<file path="src/inc/sapp_pkg.sv">
// Purpose: shared constants and types for the converter control port
// Assumes: 100 MHz core clock, 12-bit two's complement results
// Notes: all times are kept in ns; cycle counts derive from them
`default_nettype none
package sapp_pkg;
    localparam int RES_W = 12;
    localparam int CLK_NS = 10;
    localparam int CONV_TYP_NS = 650;
    localparam int CONV_MAX_NS = 750;
    localparam int ACQ_NS = 100;
    localparam int THRU_NS = 800;
    localparam int NAP_WAKE_NS = 200;
    localparam int SLEEP_WAKE_NS = 10000000;
    // Least times round up, longest times round down
    localparam int CONV_TYP_CYC = CONV_TYP_NS / CLK_NS;
    localparam int CONV_MAX_CYC = CONV_MAX_NS / CLK_NS;
    localparam int ACQ_CYC = (ACQ_NS + CLK_NS - 1) / CLK_NS;
    localparam int THRU_CYC = THRU_NS / CLK_NS;
    localparam int NAP_WAKE_CYC = NAP_WAKE_NS / CLK_NS;
    localparam int SLEEP_WAKE_CYC = SLEEP_WAKE_NS / CLK_NS;
    localparam int BIT_CYC = CONV_TYP_CYC / RES_W;
    localparam int CNT_W = 20;
    localparam int IDX_W = 4;
    localparam int FIFO_DEPTH = 16;
    localparam logic [RES_W-1:0] MID_CODE = 12'h800;
    localparam logic [RES_W-1:0] ZERO_CODE = 12'h000;
    localparam logic [IDX_W-1:0] MSB_IDX = 4'hb;
    localparam logic [IDX_W-1:0] LSB_IDX = 4'h0;
    localparam int SIGN_BIT = RES_W - 1;

    typedef enum logic [6:0] {
        ST_DOWN = 7'h01,
        ST_WAKE = 7'h02,
        ST_IDLE = 7'h04,
        ST_CONV = 7'h08,
        ST_PUSH = 7'h10,
        ST_LOAD = 7'h20,
        ST_ACQ = 7'h40
    } sapp_state_e;

    typedef struct packed {
        logic csN;
        logic rdN;
        logic startN;
        logic pdN;
        logic lightSel;
    } sapp_pins_s;

    typedef struct packed {
        logic logicOn;
        logic refOn;
        logic biasOn;
    } sapp_power_s;
endpackage
`default_nettype wire

</file>
<file path="src/hdl/sapp_fifo.sv">
// Purpose: result queue between the successive-approximation core and the output latch
// Assumes: depth is a power of two
// Notes: read data comes straight from the storage flops
`timescale 1ns/1ps
`default_nettype none
module sapp_fifo #(
    parameter int W = sapp_pkg::RES_W,
    parameter int D = sapp_pkg::FIFO_DEPTH
) (
    // Clock and reset
    input wire logic clk,
    input wire logic rstn,
    input wire logic ce,
    // Fill side
    input wire logic inValid,
    output logic inReady,
    input wire logic [W-1:0] inData,
    // Drain side
    output logic outValid,
    input wire logic outReady,
    output logic [W-1:0] outData
);
    localparam int AW = $clog2(D);
    logic [W-1:0] mem [D];
    logic [AW:0] wrPtr_r;
    logic [AW:0] rdPtr_r;
    logic full;
    logic empty;
    logic doWr;
    logic doRd;

    assign empty = wrPtr_r == rdPtr_r;
    assign full = (wrPtr_r[AW] != rdPtr_r[AW]) && (wrPtr_r[AW-1:0] == rdPtr_r[AW-1:0]);
    assign inReady = ~full;
    assign outValid = ~empty;
    assign outData = mem[rdPtr_r[AW-1:0]];
    assign doWr = ce & inValid & ~full;
    assign doRd = ce & outReady & ~empty;

    always_ff @(posedge clk) begin
        if (!rstn) begin
            wrPtr_r <= '0;
            rdPtr_r <= '0;
        end else begin
            if (doWr) begin
                wrPtr_r <= wrPtr_r + 1'b1;
            end
            if (doRd) begin
                rdPtr_r <= rdPtr_r + 1'b1;
            end
        end
    end

    always_ff @(posedge clk) begin
        if (doWr) begin
            mem[wrPtr_r[AW-1:0]] <= inData;
        end
    end
endmodule
`default_nettype wire

</file>
<file path="src/hdl/sapp_core.sv">
// Purpose: conversion control and parallel result port of a sampling converter
// Assumes: comparator decision is valid on clk; host pins are asynchronous
// Notes: busyN, dataOe and power flags decode registered state
//
// Overview of operation
// RL1: Results are two's complement, 4096 steps span.
// RL2: Conversion takes typically 650 ns, at most 750; the core converts in 600 ns (12 bits of 5 cycles).
// RL3: At least 100 ns acquisition precedes next start.
// RL4: Back-to-back throughput period is 800 ns.
// RL5: Light power-down wake within 200 ns.
// RL6: Light power-down keeps logic and reference powered.
// RL7: Host waits 10 ms after deep power-down.
// RL8: Shutdown input low means power-down state.
// RL9: Select high picks light, low picks deep.
// RL10: Start falling edge with chip select low converts.
// RL11: Starts during a conversion are ignored.
// RL12: Busy low for whole conversion, high after.
// RL13: Chip select and read low drive data continuously.
// RL14: Data driven only while read strobe is low.
// RL15: Combined start/read shows old, then new result.
// RL16: Slow-memory host holds line low until busy rises.
// RL17: ROM style pulse starts conversion, returns previous.
// RL18: Zero input gives all zeros; one below, ones.
// RL19: Host keeps bus quiet while converting.
// RL20: Result moves to holding latch at conversion end.
// RL21: Host lowers chip select before lowering start.
`timescale 1ns/1ps
`default_nettype none
module sapp_core #(
    parameter int FIFO_D = sapp_pkg::FIFO_DEPTH,
    parameter int SLEEP_WAKE = sapp_pkg::SLEEP_WAKE_CYC
) (
    // Clock, reset, enable
    input wire logic clk,
    input wire logic rstn,
    input wire logic ce,
    // Host pins
    input wire logic csN,
    input wire logic rdN,
    input wire logic startConvN,
    input wire logic powerDownN,
    input wire logic lightDeepSelect,
    output logic busyN,
    output logic [sapp_pkg::RES_W-1:0] dataOut,
    output logic dataOe,
    // Analog core
    input wire logic compIn,
    output logic [sapp_pkg::RES_W-1:0] dacCode,
    output logic sampleTrack,
    output var sapp_pkg::sapp_power_s power,
    // Result queue control
    input wire logic resultHold
);
    localparam logic [sapp_pkg::CNT_W-1:0] BitLast = sapp_pkg::CNT_W'(sapp_pkg::BIT_CYC - 1);
    localparam logic [sapp_pkg::CNT_W-1:0] AcqLast = sapp_pkg::CNT_W'(sapp_pkg::ACQ_CYC - 1);
    // Sync and entry cycles count against the light wake budget
    localparam int WakeLag = 3;
    localparam logic [sapp_pkg::CNT_W-1:0] NapLast =
        sapp_pkg::CNT_W'(sapp_pkg::NAP_WAKE_CYC - 1 - WakeLag);
    localparam logic [sapp_pkg::CNT_W-1:0] SleepLast = sapp_pkg::CNT_W'(SLEEP_WAKE - 1);
    localparam int ConvMax = sapp_pkg::CONV_MAX_CYC;
    localparam int NapMax = sapp_pkg::NAP_WAKE_CYC;

    // Two-stage synchronisers; stage one feeds only stage two
    sapp_pkg::sapp_pins_s pinsS1_r;
    sapp_pkg::sapp_pins_s pinsS2_r;
    logic startS3_r;
    sapp_pkg::sapp_state_e state_r;
    sapp_pkg::sapp_state_e stateNxt;
    logic [sapp_pkg::CNT_W-1:0] cnt_r;
    logic [sapp_pkg::CNT_W-1:0] cntNxt;
    logic [sapp_pkg::IDX_W-1:0] bitIdx_r;
    logic [sapp_pkg::RES_W-1:0] trial_r;
    logic [sapp_pkg::RES_W-1:0] trialNxt;
    logic [sapp_pkg::RES_W-1:0] hold_r;
    logic [sapp_pkg::RES_W-1:0] resultCode;
    logic [sapp_pkg::RES_W-1:0] fifoOutData;
    logic deep_r;
    logic startFall;
    logic startAcc;
    logic bitEnd;
    logic lastBit;
    logic pdReq;
    logic fifoInReady;
    logic fifoOutValid;
    logic pushValid;
    logic latchLoad;
    logic stDown;
    logic stConv;
    logic stIdle;
    logic stAcq;
    logic stWake;
    logic [sapp_pkg::CNT_W-1:0] wakeLast;

    always_ff @(posedge clk) begin
        if (!rstn) begin
            pinsS1_r <= '1;
            pinsS2_r <= '1;
            startS3_r <= 1'b1;
        end else if (ce) begin
            pinsS1_r <= '{csN, rdN, startConvN, powerDownN, lightDeepSelect};
            pinsS2_r <= pinsS1_r;
            startS3_r <= pinsS2_r.startN;
        end
    end

    // Decode
    assign stDown = state_r == sapp_pkg::ST_DOWN;
    assign stWake = state_r == sapp_pkg::ST_WAKE;
    assign stIdle = state_r == sapp_pkg::ST_IDLE;
    assign stConv = state_r == sapp_pkg::ST_CONV;
    assign stAcq = state_r == sapp_pkg::ST_ACQ;
    assign startFall = startS3_r & ~pinsS2_r.startN; // RL10
    // Select must already be low at the edge, else the start is lost
    assign startAcc = startFall & ~pinsS2_r.csN; // RL21
    assign pdReq = ~pinsS2_r.pdN; // RL8
    assign bitEnd = cnt_r == BitLast;
    assign lastBit = bitIdx_r == sapp_pkg::LSB_IDX;
    assign wakeLast = deep_r ? SleepLast : NapLast; // RL5
    assign pushValid = state_r == sapp_pkg::ST_PUSH;
    assign latchLoad = ce & fifoOutValid & ~resultHold; // RL20
    // Offset-binary search, sign bit flipped on the way out
    assign resultCode = {~trial_r[sapp_pkg::SIGN_BIT], trial_r[sapp_pkg::SIGN_BIT-1:0]}; // RL1 RL18

    // Per-bit trial update: decide current bit, arm the next lower one
    for (genvar i = 0; i < sapp_pkg::RES_W; i++) begin : gTrial
        assign trialNxt[i] = (bitIdx_r == sapp_pkg::IDX_W'(i)) ? compIn :
            (bitIdx_r == sapp_pkg::IDX_W'(i + 1)) ? 1'b1 : trial_r[i];
    end

    always_comb begin
        stateNxt = state_r;
        cntNxt = '0;
        if (pdReq) begin
            stateNxt = sapp_pkg::ST_DOWN; // RL8
        end else begin
            case (state_r)
                sapp_pkg::ST_DOWN: begin
                    stateNxt = sapp_pkg::ST_WAKE;
                end
                sapp_pkg::ST_WAKE: begin
                    cntNxt = cnt_r + 1'b1;
                    if (cnt_r >= wakeLast) begin
                        stateNxt = sapp_pkg::ST_IDLE; // RL5
                    end
                end
                sapp_pkg::ST_IDLE: begin
                    // Full queue refuses the start rather than drop a result
                    if (startAcc && fifoInReady) begin
                        stateNxt = sapp_pkg::ST_CONV; // RL10 RL17
                    end
                end
                sapp_pkg::ST_CONV: begin
                    cntNxt = cnt_r + 1'b1;
                    if (bitEnd) begin
                        cntNxt = '0;
                        if (lastBit) begin
                            stateNxt = sapp_pkg::ST_PUSH; // RL2
                        end
                    end
                end
                sapp_pkg::ST_PUSH: begin
                    if (fifoInReady) begin
                        stateNxt = sapp_pkg::ST_LOAD;
                    end
                end
                sapp_pkg::ST_LOAD: begin
                    // Held queue releases busy without waiting for the latch
                    if (latchLoad || resultHold) begin
                        stateNxt = sapp_pkg::ST_ACQ; // RL15
                    end
                end
                sapp_pkg::ST_ACQ: begin
                    cntNxt = cnt_r + 1'b1;
                    if (cnt_r == AcqLast) begin
                        stateNxt = sapp_pkg::ST_IDLE; // RL3 RL4
                    end
                end
                default: begin
                    stateNxt = sapp_pkg::ST_DOWN;
                end
            endcase
        end
    end

    always_ff @(posedge clk) begin
        if (!rstn) begin
            state_r <= sapp_pkg::ST_DOWN;
            cnt_r <= '0;
        end else if (ce) begin
            state_r <= stateNxt;
            cnt_r <= cntNxt;
        end
    end

    // Search register; starts while converting never reload it
    always_ff @(posedge clk) begin
        if (!rstn) begin
            trial_r <= sapp_pkg::MID_CODE;
            bitIdx_r <= sapp_pkg::MSB_IDX;
        end else if (ce) begin
            if (stIdle && startAcc && fifoInReady && !pdReq) begin
                trial_r <= sapp_pkg::MID_CODE;
                bitIdx_r <= sapp_pkg::MSB_IDX;
            end else if (stConv && bitEnd && !pdReq) begin // RL11
                trial_r <= trialNxt;
                bitIdx_r <= lastBit ? bitIdx_r : bitIdx_r - 1'b1;
            end
        end
    end

    // Holding latch and sleep depth memory
    always_ff @(posedge clk) begin
        if (!rstn) begin
            hold_r <= sapp_pkg::ZERO_CODE;
            deep_r <= 1'b0;
        end else if (ce) begin
            if (latchLoad) begin
                hold_r <= fifoOutData; // RL20 RL15
            end
            if (stDown) begin
                deep_r <= ~pinsS2_r.lightSel; // RL9
            end
        end
    end

    sapp_fifo #(
        .W(sapp_pkg::RES_W),
        .D(FIFO_D)
    ) uQueue (
        .clk(clk),
        .rstn(rstn),
        .ce(ce),
        .inValid(pushValid),
        .inReady(fifoInReady),
        .inData(resultCode),
        .outValid(fifoOutValid),
        .outReady(~resultHold),
        .outData(fifoOutData)
    );

    // Pin outputs
    assign busyN = ~(stConv | pushValid | (state_r == sapp_pkg::ST_LOAD)); // RL12
    assign dataOe = ~pinsS2_r.csN & ~pinsS2_r.rdN; // RL13 RL14
    assign dataOut = hold_r;
    assign dacCode = trial_r;
    assign sampleTrack = stIdle | stAcq;
    // Light power-down keeps logic and reference alive, bias off
    assign power.biasOn = ~stDown;
    assign power.refOn = ~stDown | pinsS2_r.lightSel; // RL6 RL9
    assign power.logicOn = ~stDown | pinsS2_r.lightSel; // RL6

    // Assertion helpers
    logic [sapp_pkg::CNT_W-1:0] convCnt_r;
    always_ff @(posedge clk) begin
        if (!rstn) begin
            convCnt_r <= '0;
        end else if (ce) begin
            convCnt_r <= stConv ? convCnt_r + 1'b1 : '0;
        end
    end
endmodule
`default_nettype wire

</file>
<file path="config.mk">
export PLATFORM = sky130hd
export DESIGN_NAME = sapp_core
export DESIGN_NICKNAME = d
export VERILOG_FILES = /design/src/inc/sapp_pkg.sv /design/src/hdl/sapp_fifo.sv /design/src/hdl/sapp_core.sv
export SDC_FILE = /design/constraint.sdc
export NUM_CORES = 1
export LEC_CHECK = 0
export ABC_AREA = 1
export BUFFER_PORTS_ARGS = -buffer_cell sky130_fd_sc_hd__buf_2
export CAP_MARGIN = 0
export CORE_AREA = 2 2 142 144
export DETAILED_ROUTE_END_ITERATION = 7
export DIE_AREA = 0 0 144 146
export GPL_ROUTABILITY_DRIVEN = 0
export MAX_ROUTING_LAYER = met4
export PLACE_DENSITY = 0.76
export SETUP_SLACK_MARGIN = 0.05
export SKIP_CTS_REPAIR_TIMING = 1
export SLEW_MARGIN = 30
export SYNTH_ARGS = -nofsm -noshare
export SYNTH_HDL_FRONTEND = slang
export SYNTH_SLANG_ARGS = --single-unit
export TNS_END_PERCENT = 50
</file>
<file path="constraint.sdc">
create_clock -name clk -period 3.12 [get_ports clk]
set_input_delay 0.624 -clock clk [delete_from_list [all_inputs] [get_ports clk]]
set_output_delay 0.624 -clock clk [all_outputs]
set_load 0.03 [all_outputs]
</file>
# After elaboration in Yosys (flattened, before gate mapping)

Memory sizes are Yosys's and may differ from the RTL's. A register that Yosys moved wholly into a read port is not among the register bits.
Cells that the tools add are included.

Logic and storage cells: 174
Memories: 1
Bits of input ports: 10
RAM bits: 192
Latch bits: 0
Flip-flop bits (word level): 65
Bits in read-only memories: 0

Bitwise gates (word level): 23
$mul: 0
Reductions and logical operators: 40
Equality and inequality tests: 32
Muxes and demuxes: 44
Shift operators: 0
Divide/modulo/power cells: 0
$add $sub $neg: 4
Order comparisons: 1

Memory list:

| name       | words | bits a word | read ports | clocked after memory_dff | wr ports | line            | source |
|---|---|---|---|---|---|---|---|
| uQueue.mem | 16    | 12          | 1          | 1                        | 1        | sapp_fifo.sv:24 | `logic [W-1:0] mem [D];` |

Operators by type and width:

| kind                                                                    | count |
|---|---|
| 20-bit two-way mux                                                      | 3 |
| 7-bit two-way mux                                                       | 8 |
| 7-bit case mux with 7 select lines                                      | 1 |
| 20-bit case mux with 2 select lines                                     | 1 |
| 3-bit AND reduction                                                     | 13 |
| 3-bit nonzero test                                                      | 12 |
| 1-bit two-way mux                                                       | 26 |
| 12-bit two-way mux                                                      | 2 |
| 20-bit by 1-bit adder with 20-bit output, second input constant         | 1 |
| 20-bit by 3-bit == test with 1-bit output, second input constant        | 1 |
| 20-bit by 4-bit == test with 1-bit output, second input constant        | 1 |
| 4-bit == test, second input constant                                    | 5 |
| 20-bit greater-or-equal comparator                                      | 1 |
| 4-bit by 3-bit == test with 1-bit output, second input constant         | 4 |
| 4-bit two-way mux                                                       | 3 |
| 3-bit inequality test, second input constant                            | 4 |
| 5-bit by 1-bit adder with 5-bit output, second input constant           | 2 |
| 1-bit NOT                                                               | 10 |
| 1-bit bitwise AND                                                       | 9 |
| 3-bit by 2-bit inequality test with 1-bit output, second input constant | 3 |
| 4-bit by 2-bit == test with 1-bit output, second input constant         | 2 |
| 8-bit AND reduction                                                     | 1 |
| 7-bit by 1-bit == test with 1-bit output, second input constant         | 1 |
| 7-bit by 2-bit == test with 1-bit output, second input constant         | 1 |
| other kinds (19)                                                        | 29 |

# Depth between registers and ports, before layout

Word-level depth: 8
Gate-level depth with buffers: 14
Depth with buffers taken out: 13

# Cells and area by module

A second synthesis with hierarchy kept.

Cell total of the unflattened synthesis: 1,354
Area total of the unflattened synthesis: 12,864.8 µm²

Modules (own cells, without submodules):

| module    | instances | cells an instance | seq. area each (µm²) | area an instance (µm²) |
|---|---|---|---|---|
| sapp_fifo | 1         | 740               | 6,045.8              | 8,660.8 |
| sapp_core | 1         | 614               | 1,341.3              | 4,204.0 |

# Worst setup path before layout

Ideal clock, no wire load.

Path type: input to register
From: in ce
To: mem uQueue.mem[15][0] in the netlist's numbering (enable)
Stages on the path: 7
Path buffers: 1
Library setup time: 383 ps
Required time: 2,737 ps
Setup slack: 764 ps
Data arrival time: 1,973 ps
Cell sequence: clkbuf_1 > inv_1 > nor2_1 > nand2_1 > inv_2 > nand2_1 > nor2_1

Cells in the longest elaborated chain, start to end: 4

Ends and longest elaborated chain:

| element                                 | line            | source |
|---|---|---|
| start, declared                         | sapp_core.sv:36 | `input wire logic ce,` |
| 1-bit bitwise AND (2 in series)         | sapp_fifo.sv:37 | `assign doWr = ce & inValid & ~full;` |
| 1-bit two-way mux                       | sapp_fifo.sv:55 | `if (doWr) begin` |
| 1-bit two-way mux (implied by the code) | sapp_fifo.sv:56 | `mem[wrPtr_r[AW-1:0]] <= inData;` |
| end, declared                           | sapp_fifo.sv:24 |  |

Every way passes these cells.

==> summary.txt <==
Critical path
  – FF-to-FF End: uQueue.rdPtr_r[3]$_SDFFE_PN0P_
  – Reg-to-reg slack, setup: 0.84 ns
  – Startpoint types: flip-flop
  – Worst Setup End Kind: output pin
  – Reg-to-reg startpoint: uQueue.rdPtr_r[0]$_SDFFE_PN0P_
  – Crit Path Max Fanout: 5
  – Crit Path Category: flip-flop to output pin
  – Worst EP arrival: around 2 ns
  – R2r worst-path depth: 12
  – Required time of the critical path: around 2.5 ns

Hold path
  – Worst hold stages: 3
  – Worst Hold Class: primary input to flip-flop
  – Hold path startpoint: powerDownN
  – Hold worst-path end: pinsS1_r[1]$_SDFFE_PN1P_

Synthesis
  – Top FF cell, synth: edfxtp_1
  – Count of different cell masters after synthesis: 40
  – #FFs+latches synth: 269
  – Sequential area share after synthesis: 0.616
  – Syn nets: ~1,200
  – Post-Synthesis Cells: ~1,200
  – Number of synthesized flops with an enable pin: 192
  – Mapped Area: about 12,000 sq um
  – Avg Cell Area, Syn: between 9 and 10 sq um
  – Synth warn: 0
  – Post-synthesis async set-or-reset flop share: 0

Global routing
  – Most used routing layer: met2
  – Vias in the first global route: around 8,300
  – Grt met3 use: 0.0382
  – Largest net degree at the start of global routing: 66
  – Grt met1 use: 0.363
  – Met2 usage: 0.445
  – Tot GR Track Use: 0.277
  – Grt ovf: 0
  – Initial antenna violation count: 0
  – First-pass GRT wire length: approximately 44,000 microns

Layout
  – Fraction of final layout cells sized beyond drive strength 1: 0.123
  – Sequential cell area: approximately 7300 sq um
  – Area delta synth->final: 10.9%
  – Most frequent cells in the layout: 192 x edfxtp_1, 189 x nand2_1, 176 x nor2_1
  – # fillers: 1,498
  – ANT cells: 0
  – Fin nets: around 1,300
  – Multi-input logic area: approximately 3900 sq um
  – Most common cell after layout, fill and taps aside: edfxtp_1

Floorplanning
  – Die Area: ~21,000 sq um
  – Initial core utilization: 0.613
  – Std cell rows: about 50
  – Total core area: around 19,000 sq um
  – # IOs: 40
  – Die Y: 146 microns
  – Die width: between 100 and 150 microns

Routing
  – Final wirelength: 28,200 microns
  – Routed vias/inst: approximately 5.9
  – Drt pass-1 iters: 7
  – Post-route ant nets: 0
  – DRT iter0 DRCs: approximately 900
  – Drt wl/cell: between 15 and 20 microns
  – Via Count: a little under 9,000
  – Drt drc: 0

Clock tree
  – Clock Latency Late Sink: roughly 0.53 ns
  – Clock buffer count from CTS: 27
  – Maximum root-to-sink buffer count: 3
  – CTS tree: yes
  – CTS Sinks: around 270
  – H-tree Lvls: 1
  – Clk slew on worst S/H paths: 0.06 ns
  – CTS root buf: clkbuf_16

STA
  – Minimum hold slack: 0.303 ns
  – Max-slew violation count: 0
  – Clock skew: approximately 0.0097 ns
  – Final WS setup: around 0.5 ns
  – Final number of setup-violating endpoints: 0
  – F_max: roughly 380 MHz
  – Final Hold Violating Endpoints: 0
  – Unrepaired setup endpoints after global routing: false
  – Slew HR: 0.488
  – Tmin final: approximately 2.6 ns
  – Tcrit/Tclk final: 0.840
  – Worst Tran Pin Value: ~0.77 ns
  – Total Neg Setup Slack: 0 ns

Placed design
  – Pre-CTS WS: between 0.8 and 0.9 ns
  – DP HPWL: approximately 18,000 microns
  – PortBufs: 39

Pwr
  – Pwr Density: around 540 nW/um^2
  – Leakage: around 5 nW
  – Max IR drop VDD: around 0.36 mV

Flow run
  – # Max-Cap Violations: 0

Outcome
  – Outcome: finished, final reports clean
-- flip-flops by register name, indices dropped and copies added, names as in the netlist, 4 cells and up --
register,flops
bitIdx_r,4
cnt_r,20
dacCode,12
dataOut,12
pinsS1_r,5
pinsS2_r,5
state_r,7
uQueue.mem,192
uQueue.rdPtr_r,5
uQueue.wrPtr_r,5
-- cell families (layout without fill, tap and decap cells) --
kind of cell,after synthesis,after routing,synth area share
flip-flops,269,269,0.616
AND/OR/NAND/NOR,479,479,0.170
AO/OA/AOI/OAI,276,276,0.130
XOR/XNOR,9,9,0.00665
adder cells (fa/ha/maj),23,23,0.0243
buffers and inverters,140,197,0.0530
-- worst max-delay path by stage --
stage	from	end	cells past startpoint
floorplan	ce	uQueue.mem[15][0]$_DFFE_PP_	7
global placement	ce	uQueue.mem[0][1]$_DFFE_PP_	8
detailed placement	ce	uQueue.mem[0][1]$_DFFE_PP_	8
CTS	state_r[6]$_SDFFE_PN0P_	power[1]	6
global route	state_r[6]$_SDFFE_PN0P_	power[1]	6
finish	state_r[6]$_SDFFE_PN0P_	power[1]	6
-- stage by stage --
stage / instances / power, W / utilization / cell area [sq um]
2_1_floorplan: 1196 / 0.00406 / - / 11900
3_3_place_gp: 1468 / 0.00412 / 0.637 / 12300
3_5_place_dp: 1468 / 0.00412 / 0.637 / 12300
4_1_cts: 1518 / 0.00709 / 0.680 / 13200
5_1_grt: 1518 / 0.00726 / 0.680 / 13200
6_report: 1518 / 0.00707 / 0.680 / 13200
-- area by class of cell --
cell class	count	area share
multi-input combinational	787	0.298
timing repair buffer	80	0.0382
clock buffer	43	0.0597
inverter	67	0.0195
tap	265	0.0252
sequential	269	0.555
clock inverter	7	0.00352
-- cells in the mapped netlist (9+ instances only) --
cell      count  area (sq um)
nand3_1      68           340
o22ai_1      31           194
a31oi_1       9          56.3
nand2_1     189           709
inv_2        11          41.3
clkbuf_1     43           161
o21ai_0     133           666
inv_1        54           203
buf_4        14           105
nor2_1      176           661
o221ai_1     18           158
ha_1         23           288
dfxtp_1      77          1540
buf_2        12          60.1
a21oi_1      64           320
edfxtp_1    192          5770
-- critical path, stage by stage, from the launching register on --
cell and delay (ns):
dfxtp_1 0.35, nor2_2 0.15, nand2_2 0.10, inv_2 0.06
nand4_1 0.24, or2_2 0.39, buf_2 0.18
-- power by group --
group / total [W] / leakage (nW) / switching (W) / internal, W
clock: 0.00302 / 0.407 / 0.00129 / 0.00173
combinational: 0.000231 / 2.33 / 0.000164 / 0.0000670
sequential: 0.00382 / 2.38 / 0.0000190 / 0.00380
-- routing by layer --
metal | vias up | wire, microns | part of all wire
li1 | 4247 | - | -
met1 | 4202 | 11500 | 0.41
met2 | 396 | 13600 | 0.48
met3 | 68 | 2110 | 0.075
met4 | 0 | 975 | 0.035
met5 | - | 0 | 0
(Power assumes the default switching activity.)
